[src/rtl/smws_params.svh]
// Named constants of the static memory wait-state controller.
// Assumes inclusion by the package, the controller, the property module and the bench.
`ifndef SMWS_PARAMS_SVH
`define SMWS_PARAMS_SVH

// ****************************************
// Sizes and encodings
// ****************************************
`define SMWS_NUM_CS            4
`define SMWS_CS_W              2
`define SMWS_WAIT_OFF          2'h0
`define SMWS_WAIT_FROZEN       2'h2
`define SMWS_WAIT_READY        2'h3
`define SMWS_WAIT_RELEASED     1'b1
`define SMWS_STROBE_OFF        1'b1
`define SMWS_CS_OFF            4'hf
`define SMWS_CNT_ZERO          10'h000
`define SMWS_ONE10             10'h001
`define SMWS_FLT_ZERO          4'h0
`define SMWS_FLT_ONE           4'h1

// ****************************************
// Fixed slow clock waveforms
// ****************************************
`define SMWS_SLOW_RD_STB_SETUP 8'h01
`define SMWS_SLOW_RD_STB_PULSE 8'h01
`define SMWS_SLOW_RD_CS_SETUP  8'h00
`define SMWS_SLOW_RD_CS_PULSE  8'h02
`define SMWS_SLOW_RD_CYCLE     9'h002
`define SMWS_SLOW_WR_STB_SETUP 8'h01
`define SMWS_SLOW_WR_STB_PULSE 8'h01
`define SMWS_SLOW_WR_CS_SETUP  8'h00
`define SMWS_SLOW_WR_CS_PULSE  8'h03
`define SMWS_SLOW_WR_CYCLE     9'h003

`endif

[src/rtl/smws_pkg.sv]
// Types shared by the wait-state controller and its users.
// Assumes smws_params.svh is on the include path.
package smws_pkg;
`include "smws_params.svh"

   // ****************************************
   // Types
   // ****************************************

   typedef enum logic [1:0] {
      SMWS_IDLE,
      SMWS_RELOAD,
      SMWS_GATE,
      SMWS_ACCESS
   } smws_state_e;

   // Timing fields of one chip select, lengths already in cycles
   typedef struct packed {
      logic [7:0] read_strobe_setup_len;
      logic [7:0] read_strobe_pulse_len;
      logic [7:0] cs_read_setup_len;
      logic [7:0] cs_read_pulse_len;
      logic [8:0] read_cycle_len;
      logic [7:0] write_strobe_setup_len;
      logic [7:0] write_strobe_pulse_len;
      logic [7:0] cs_write_setup_len;
      logic [7:0] cs_write_pulse_len;
      logic [8:0] write_cycle_len;
      logic       read_mode;
      logic       write_mode;
      logic [3:0] float_cycles;
      logic       float_opt;
      logic [1:0] ext_wait_mode;
   } smws_cfg_s;

   // Waveform applied to the access in progress
   typedef struct packed {
      logic [7:0] stb_setup;
      logic [7:0] stb_pulse;
      logic [7:0] cs_setup;
      logic [7:0] cs_pulse;
      logic [8:0] cycle;
      logic [7:0] ctl_setup;
      logic [7:0] ctl_pulse;
   } smws_tim_s;

   typedef struct packed {
      logic                     is_write;
      logic [`SMWS_CS_W-1:0]    cs;
      smws_cfg_s                cfg;
   } smws_req_s;

   typedef struct packed {
      smws_state_e              state;
      logic [9:0]               cnt;
      smws_tim_s                tim;
      logic                     is_write;
      logic [`SMWS_CS_W-1:0]    cs;
      logic [1:0]               wait_mode;
      logic                     slow_cur;
      logic [3:0]               float_len;
      logic                     float_opt;
      logic [3:0]               flt_cnt;
      logic                     flt_pend;
      logic                     flt_opt;
      logic [`SMWS_CS_W-1:0]    flt_cs;
      logic                     slow_used;
      logic                     wait_s1;
      logic                     wait_s2;
      logic                     hold;
      logic                     rd_n;
      logic                     wr_n;
      logic [`SMWS_NUM_CS-1:0]  cs_n;
      logic                     ready;
      logic                     done;
   } smws_st_s;

endpackage : smws_pkg

[src/rtl/smws_ctrl.sv]
// Wait-state and timing engine of a static memory controller.
// Assumes a requester that presents one access at a time together with
// the timing fields of its chip select, and a memory that may answer
// with an active-low wait line from outside the clock domain.
//
// Contract
// - Optimised float overlaps next access setup
// - Unoptimised float ends before next access
// - Float counted from strobe rise, hold overlaps
// - Float applies to read then other access
// - Wait mode 10 frozen, 11 ready
// - Wait mode 00 ignores wait input
// - Wait sampled only in controlling pulse
// - Frozen wait halts access counter and outputs
// - Frozen release resumes where halted
// - Ready mode suspends in last pulse cycle
// - Ready wait outside last cycle ignored
// - Wait passes two-stage resynchroniser
// - Slow clock forces fixed waveforms
// - Slow read: 1/1 strobe, 0/2 cs, 2
// - Slow write: 1/1 strobe, 0/3 cs, 3
// - Access finishes with timing it started
// - Float length 0 to 15 cycles
// - Float starts at controlling strobe rise
// - Slow mode change inserts reload wait
`timescale 1ns/1ps
`include "smws_params.svh"
module smws_ctrl (
   input  wire logic                     clk_in,
   input  wire logic                     rst_n_in,
   input  wire logic                     req_valid_in,
   input  wire smws_pkg::smws_req_s      req_in,
   input  wire logic                     slow_clock_in,
   input  wire logic                     ext_wait_n_in,
   output logic                          req_ready_out,
   output logic                          done_out,
   output logic                          wait_hold_out,
   output logic                          read_strobe_n_out,
   output logic                          write_strobe_n_out,
   output logic [`SMWS_NUM_CS-1:0]       chip_select_n_out
);
   import smws_pkg::*;

   smws_st_s st_reg;
   smws_st_s st_next;
   logic     wait_on;
   logic     hold;
   logic     in_ctl;
   logic     last_ctl;

   // ****************************************
   // Helper functions
   // ****************************************

   // True while a counter value lies inside a setup/pulse window
   function automatic logic phase(input logic [9:0] c,
                                  input logic [7:0] s,
                                  input logic [7:0] p);
      logic [9:0] lo;
      logic [9:0] hi;
      lo = {2'h0, s};
      hi = {2'h0, s} + {2'h0, p};
      return (c >= lo) && (c < hi);
   endfunction : phase

   // Counter value of the last pulse cycle of the controlling strobe
   function automatic logic [9:0] ctl_last(input smws_tim_s t);
      return {2'h0, t.ctl_setup} + {2'h0, t.ctl_pulse} - `SMWS_ONE10;
   endfunction : ctl_last

   // Waveform of an access: fixed in slow clock mode, else programmed
   function automatic smws_tim_s timing(input smws_cfg_s c,
                                        input logic w,
                                        input logic slow);
      smws_tim_s t;
      logic      by_stb;
      t = '0;
      by_stb = w ? c.write_mode : c.read_mode;
      if (slow && !w) begin
         t.stb_setup = `SMWS_SLOW_RD_STB_SETUP;
         t.stb_pulse = `SMWS_SLOW_RD_STB_PULSE;
         t.cs_setup  = `SMWS_SLOW_RD_CS_SETUP;
         t.cs_pulse  = `SMWS_SLOW_RD_CS_PULSE;
         t.cycle     = `SMWS_SLOW_RD_CYCLE;
      end else if (slow) begin
         t.stb_setup = `SMWS_SLOW_WR_STB_SETUP;
         t.stb_pulse = `SMWS_SLOW_WR_STB_PULSE;
         t.cs_setup  = `SMWS_SLOW_WR_CS_SETUP;
         t.cs_pulse  = `SMWS_SLOW_WR_CS_PULSE;
         t.cycle     = `SMWS_SLOW_WR_CYCLE;
      end else if (!w) begin
         t.stb_setup = c.read_strobe_setup_len;
         t.stb_pulse = c.read_strobe_pulse_len;
         t.cs_setup  = c.cs_read_setup_len;
         t.cs_pulse  = c.cs_read_pulse_len;
         t.cycle     = c.read_cycle_len;
      end else begin
         t.stb_setup = c.write_strobe_setup_len;
         t.stb_pulse = c.write_strobe_pulse_len;
         t.cs_setup  = c.cs_write_setup_len;
         t.cs_pulse  = c.cs_write_pulse_len;
         t.cycle     = c.write_cycle_len;
      end
      // Controlling strobe is the data strobe or the chip select
      t.ctl_setup = by_stb ? t.stb_setup : t.cs_setup;
      t.ctl_pulse = by_stb ? t.stb_pulse : t.cs_pulse;
      return t;
   endfunction : timing

   // May the next access start, given the float period still running
   function automatic logic float_ok(input smws_st_s s,
                                     input logic w,
                                     input logic [`SMWS_CS_W-1:0] cs,
                                     input logic [7:0] setup);
      logic need;
      need = s.flt_pend && (w || (cs != s.flt_cs));
      if (!need) begin
         return 1'b1;
      end
      if (s.flt_cnt == `SMWS_FLT_ZERO) begin
         return 1'b1;
      end
      // Residue hidden under the setup of the next access
      return s.flt_opt && ({4'h0, s.flt_cnt} <= setup);
   endfunction : float_ok

   // ****************************************
   // Next-state logic
   // ****************************************

   // Wait qualification for the access in progress
   always_comb begin
      wait_on  = !st_reg.wait_s2;
      in_ctl   = phase(st_reg.cnt, st_reg.tim.ctl_setup,
                       st_reg.tim.ctl_pulse);
      last_ctl = st_reg.cnt == ctl_last(st_reg.tim);
      hold     = 1'b0;
      if (st_reg.state == SMWS_ACCESS && wait_on) begin
         case (st_reg.wait_mode)
            `SMWS_WAIT_FROZEN: begin
               hold = in_ctl;
            end
            `SMWS_WAIT_READY: begin
               hold = in_ctl && last_ctl;
            end
            default: begin
               hold = 1'b0;
            end
         endcase
      end
   end

   // Sequencer, float tracking and strobe generation
   always_comb begin
      st_next = st_reg;
      st_next.done = 1'b0;
      st_next.hold = hold;
      // Second stage reads only the first stage
      st_next.wait_s1 = ext_wait_n_in;
      st_next.wait_s2 = st_reg.wait_s1;
      // Float period keeps running between accesses too
      if (st_reg.flt_cnt != `SMWS_FLT_ZERO) begin
         st_next.flt_cnt = st_reg.flt_cnt - `SMWS_FLT_ONE;
      end
      case (st_reg.state)
         SMWS_IDLE: begin
            if (req_valid_in) begin
               // Waveform latched once, so a mode change mid-access
               // cannot alter the access already under way
               st_next.tim = timing(req_in.cfg, req_in.is_write,
                                    slow_clock_in);
               st_next.is_write  = req_in.is_write;
               st_next.cs        = req_in.cs;
               st_next.slow_cur  = slow_clock_in;
               st_next.float_len = req_in.cfg.float_cycles;
               st_next.float_opt = req_in.cfg.float_opt;
               // Wait is meaningless under the fixed slow waveform
               st_next.wait_mode = slow_clock_in ? `SMWS_WAIT_OFF
                                   : req_in.cfg.ext_wait_mode;
               st_next.ready = 1'b0;
               if (slow_clock_in != st_reg.slow_used) begin
                  st_next.state = SMWS_RELOAD;
               end else if (float_ok(st_reg, req_in.is_write,
                                     req_in.cs,
                                     st_next.tim.ctl_setup)) begin
                  st_next.state    = SMWS_ACCESS;
                  st_next.cnt      = `SMWS_CNT_ZERO;
                  st_next.flt_pend = 1'b0;
               end else begin
                  st_next.state = SMWS_GATE;
               end
            end
         end
         SMWS_RELOAD: begin
            // One cycle to take up the new waveform set
            st_next.slow_used = st_reg.slow_cur;
            st_next.state     = SMWS_GATE;
         end
         SMWS_GATE: begin
            if (float_ok(st_reg, st_reg.is_write, st_reg.cs,
                         st_reg.tim.ctl_setup)) begin
               st_next.state    = SMWS_ACCESS;
               st_next.cnt      = `SMWS_CNT_ZERO;
               st_next.flt_pend = 1'b0;
            end
         end
         SMWS_ACCESS: begin
            // A held counter keeps every strobe where it is
            if (!hold) begin
               if (!st_reg.is_write && last_ctl) begin
                  // Controlling strobe rises now, so hold cycles
                  // of the read already eat into the float time
                  st_next.flt_cnt  = st_reg.float_len;
                  st_next.flt_pend = 1'b1;
                  st_next.flt_opt  = st_reg.float_opt;
                  st_next.flt_cs   = st_reg.cs;
               end
               if (st_reg.cnt == {1'b0, st_reg.tim.cycle} -
                                 `SMWS_ONE10) begin
                  st_next.state = SMWS_IDLE;
                  st_next.ready = 1'b1;
                  st_next.done  = 1'b1;
               end else begin
                  st_next.cnt = st_reg.cnt + `SMWS_ONE10;
               end
            end
         end
         default: begin
            st_next.state = SMWS_IDLE;
            st_next.ready = 1'b1;
         end
      endcase
      // Strobes from the next counter so that they leave a flop
      st_next.rd_n = `SMWS_STROBE_OFF;
      st_next.wr_n = `SMWS_STROBE_OFF;
      st_next.cs_n = `SMWS_CS_OFF;
      if (st_next.state == SMWS_ACCESS) begin
         if (phase(st_next.cnt, st_next.tim.stb_setup,
                   st_next.tim.stb_pulse)) begin
            if (st_next.is_write) begin
               st_next.wr_n = !`SMWS_STROBE_OFF;
            end else begin
               st_next.rd_n = !`SMWS_STROBE_OFF;
            end
         end
         if (phase(st_next.cnt, st_next.tim.cs_setup,
                   st_next.tim.cs_pulse)) begin
            st_next.cs_n[st_next.cs] = !`SMWS_STROBE_OFF;
         end
      end
   end

   // ****************************************
   // State register
   // ****************************************

   // Synchronous reset; wait stages come up released
   always_ff @(posedge clk_in) begin
      if (!rst_n_in) begin
         st_reg         <= '0;
         st_reg.state   <= SMWS_IDLE;
         st_reg.wait_s1 <= `SMWS_WAIT_RELEASED;
         st_reg.wait_s2 <= `SMWS_WAIT_RELEASED;
         st_reg.rd_n    <= `SMWS_STROBE_OFF;
         st_reg.wr_n    <= `SMWS_STROBE_OFF;
         st_reg.cs_n    <= `SMWS_CS_OFF;
         st_reg.ready   <= 1'b1;
      end else begin
         st_reg <= st_next;
      end
   end

   // Outputs straight from the state register
   assign req_ready_out      = st_reg.ready;
   assign done_out           = st_reg.done;
   assign wait_hold_out      = st_reg.hold;
   assign read_strobe_n_out  = st_reg.rd_n;
   assign write_strobe_n_out = st_reg.wr_n;
   assign chip_select_n_out  = st_reg.cs_n;

endmodule : smws_ctrl

[config.mk]
export PLATFORM = sky130hd
export DESIGN_NAME = smws_ctrl
export DESIGN_NICKNAME = d
export VERILOG_FILES = /design/src/rtl/smws_pkg.sv /design/src/rtl/smws_ctrl.sv
export VERILOG_INCLUDE_DIRS = /design/src /design/src/rtl
export SDC_FILE = /design/constraint.sdc
export NUM_CORES = 1
export LEC_CHECK = 0
export ABC_AREA = 1
export BUFFER_PORTS_ARGS = -buffer_cell sky130_fd_sc_hd__buf_4
export CAP_MARGIN = 10
export CORE_MARGIN = 3
export CORE_UTILIZATION = 35
export DETAILED_ROUTE_END_ITERATION = 7
export HOLD_SLACK_MARGIN = 0.15
export SETUP_SLACK_MARGIN = 0.2
export SKIP_CTS_REPAIR_TIMING = 1
export SYNTH_ARGS = -nofsm -noshare
export SYNTH_HDL_FRONTEND = slang
export SYNTH_SLANG_ARGS = --single-unit
[constraint.sdc]
create_clock -name clk_in -period 4.8 [get_ports clk_in]
set_input_delay 0.48 -clock clk_in [delete_from_list [all_inputs] [get_ports clk_in]]
set_output_delay 0.48 -clock clk_in [all_outputs]
set_load 0.02 [all_outputs]
==> flow_summary.yaml <==
run_status:
  status: "complete, no violations"
finish:
  fin_nets: 1502
  drive_gt1_share_pct: 16.7
  final_area_um2: 9460
  largest_register_ffs: 90
  final_cell_mix: "nand2_1, nor2_1, inv_1, buf_4, dfxtp_1"
  final_common_cell: "nand2_1"
  finalNonFillerCells: 1600
  num_antenna_cells: 0
  area_growth_syn_to_layout_pct: 18.2
placement:
  place_area_um2: 9030
  place_congestion: 0.889
  port_buffers: 107
  dp.cells: 1579
  dpl.hpwl_mm: 19.4
detailed_routing:
  drtAntennaViolNets: 0
  drtIter0Drc: 472
  wl_met2_mm: 11.7
  routed_wl_mm: 23.9
  vias_per_cell: 4.96
  route.detailed.drc: 0
  top_layer: "met4"
  drtPass1Iterations: 5
  drt-met1-wl_mm: 10.7
  wl_met3_um: 839
  vias: 7935
  wire_per_inst_um: 14.9
global_route:
  grt_pass1_vias: 7456
  grt_max_degree: 52
  antenna_found_initial: 0
  grtUsageTotal_pct: 19.7
  grt_pass1_wl_mm: 38.4
  overflow: 0
power:
  clkPwrFrac_pct: 25.7
  cellLeakagePower_nw: 4.75
  ir_drop_v: 0.000181
  power.net_switching_w: 0.00123
  switching_share_pct: 40.1
  intPower_w: 0.00184
  powerDensity_nw_per_um2: 325
  power_frac_seq_pct: 31.4
  p_total_w: 0.00308
  combPwrFrac_pct: 42.9
worst_setup_path:
  worstPathMaxFanout: 8
  worstSetupPathType: "register to register"
  end_kind: "register"
  worstPathRequired_ns: 5.11
  start_kind: "register"
  cp.arrival_ns: 4.56
floorplan:
  num_io_pins: 108
  fp.dieH_um: 157
  die_w_um: 157
  core_um2: 22200
  initial_core_util_pct: 36.1
  die_area_um2: 24700
  num_rows: 54
timing:
  finClkSkew_ns: 0.00948
  relSlewSlack_pct: 36.2
  rsz0062_at_grt: "false"
  max_freq_ghz: 0.235
  finalSetupTns_ns: 0
  period_share_pct: 88.6
  period_minus_slack_ns: 4.25
  worstMarginPinSlew_ns: 0.954
  setup_violations: 0
  finalHoldViolCount: 0
  final-max-slew-violation-count: 0
  whs_ns: 0.299
clock_tree:
  cts_inserted_buffers: 9
  clk_latency_ns: 0.37
  cts_tree: "done"
  clkSlewWorstSetupHoldPaths_ns: 0.08
  cts.sinks: 100
  cts_buffer_depth: 2
  htree_levels: 3
  clock-root-buffer: "clkbuf_16"
synth:
  netlist_area_um2: 8000
  synth-seq-area-share_pct: 25.0
  synthArstFlopShare_pct: 0
  ys.flop_type: "dfxtp_1"
  synth.distinct_cells: 45
  syn_area_per_cell_um2: 6.52
  netlist.area_leader.share_pct: 25.0
  synth_cells: 1228
  yosysTopAreaCell: "dfxtp_1"
  synth_seq_cells: 100
  synth_nets: 1415
  synth_edf_count: 0
  yosysWarnings: 0
  yosys-top-cells-area: "dfxtp_1, ha_1, nand2_1"
worst_hold_path:
  hold_path.class: "input port to register"
run:
  max_cap_violations: 0
-- power by group through the flow --
| stage | clock [W] | combinational (W) | sequential, W |
|---|---|---|---|
| floorplan | 0 | 0.000961 | 0.000966 |
| finish | 0.000792 | 0.00132 | 0.000965 |
| global placement | 0 | 0.00129 | 0.000982 |
| detailed placement | 0 | 0.00130 | 0.000982 |
| global route | 0.000837 | 0.00152 | 0.000973 |
| CTS | 0.000806 | 0.00131 | 0.000963 |
-- worst paths after layout --
| kind | slack, ns | from | cells past startpoint | end |
|---|---|---|---|---|
| min | 0.30 | ext_wait_n_in | 2 | st_next[9] |
| min reg2reg | 0.41 | st_next[9] | 1 | st_reg[9] |
| max | 0.55 | st_reg[39] | 25 | write_strobe_n_out |
| max reg2reg | 0.55 | st_reg[39] | 25 | write_strobe_n_out |
-- synth_stat cells (all sizes together) (2+ instances only) --
| cell type | n |
|---|---|
| fa | 3 |
| o22ai | 2 |
| nor2 | 159 |
| ha | 85 |
| nand2 | 284 |
| nor4 | 6 |
| buf | 16 |
| nand3 | 73 |
| xor2 | 21 |
| clkinv | 2 |
| a211oi | 5 |
| o21a | 2 |
| or2 | 20 |
| nor3 | 27 |
| o211ai | 17 |
| inv | 153 |
| o21ai | 92 |
| a21oi | 82 |
| o21bai | 3 |
| xnor2 | 8 |
| a31oi | 3 |
| a21o | 5 |
| clkbuf | 32 |
| nand4 | 21 |
| o221ai | 2 |
| nand3b | 2 |
| dfxtp | 100 |
-- final cells by class --
cell class                 instances  area (um2)
fill                            2350       12700
multi-input combinational        925        5280
sequential                       100        2000
timing repair buffer             124         931
inverter                         155         582
tap                              280         350
clock buffer                       9         225
clock inverter                     7        92.6
-- critical path, stage by stage (launching register included) --
cell      delay (ns)
dfxtp_2         0.37
ha_2            0.20
inv_1           0.06
fa_2            0.57
ha_1            0.24
a21oi_1         0.14
o21ai_0         0.12
nand2_1         0.08
nand2_1         0.06
nand2_1         0.06
nand2_1         0.05
nand3_1         0.06
nand2_1         0.09
a211oi_4        0.31
nand2_4         0.10
nand2_4         0.11
a21oi_1         0.07
o21ai_0         0.13
nand2_1         0.18
ha_1            0.32
a21oi_1         0.18
o221ai_1        0.15
a21o_1          0.18
a21oi_1         0.12
nand3_1         0.12
nand4_1         0.11
-- stage by stage --
step,setup slack (ns),util [%]
final,0.545,42.7
after global routing,0.181,42.7
after CTS,0.263,42.2
after detailed placement,0.279,40.8
after global placement,0.353,40.8
after floorplan,0.901,-
-- cells by family (layout without fill, tap and decap cells) --
logic type,Yosys count,count (layout),synth area share [%]
and+or+nand+nor,592,592,32.7
AOI/OAI and AO/OA,216,216,15.1
buffers and inverters,203,295,9.94
DFF,100,100,25.0
adders and majority gates,88,88,14.0
xor gates and xnor gates,29,29,3.17
-- routing by layer --
layer  track usage [%]  vias up
li1                  -     4194
met4              6.90        0
met3              1.95       31
met1              25.2     3555
met5                 0        -
met2              34.5      155
Power figures use the tool's default switching activity.
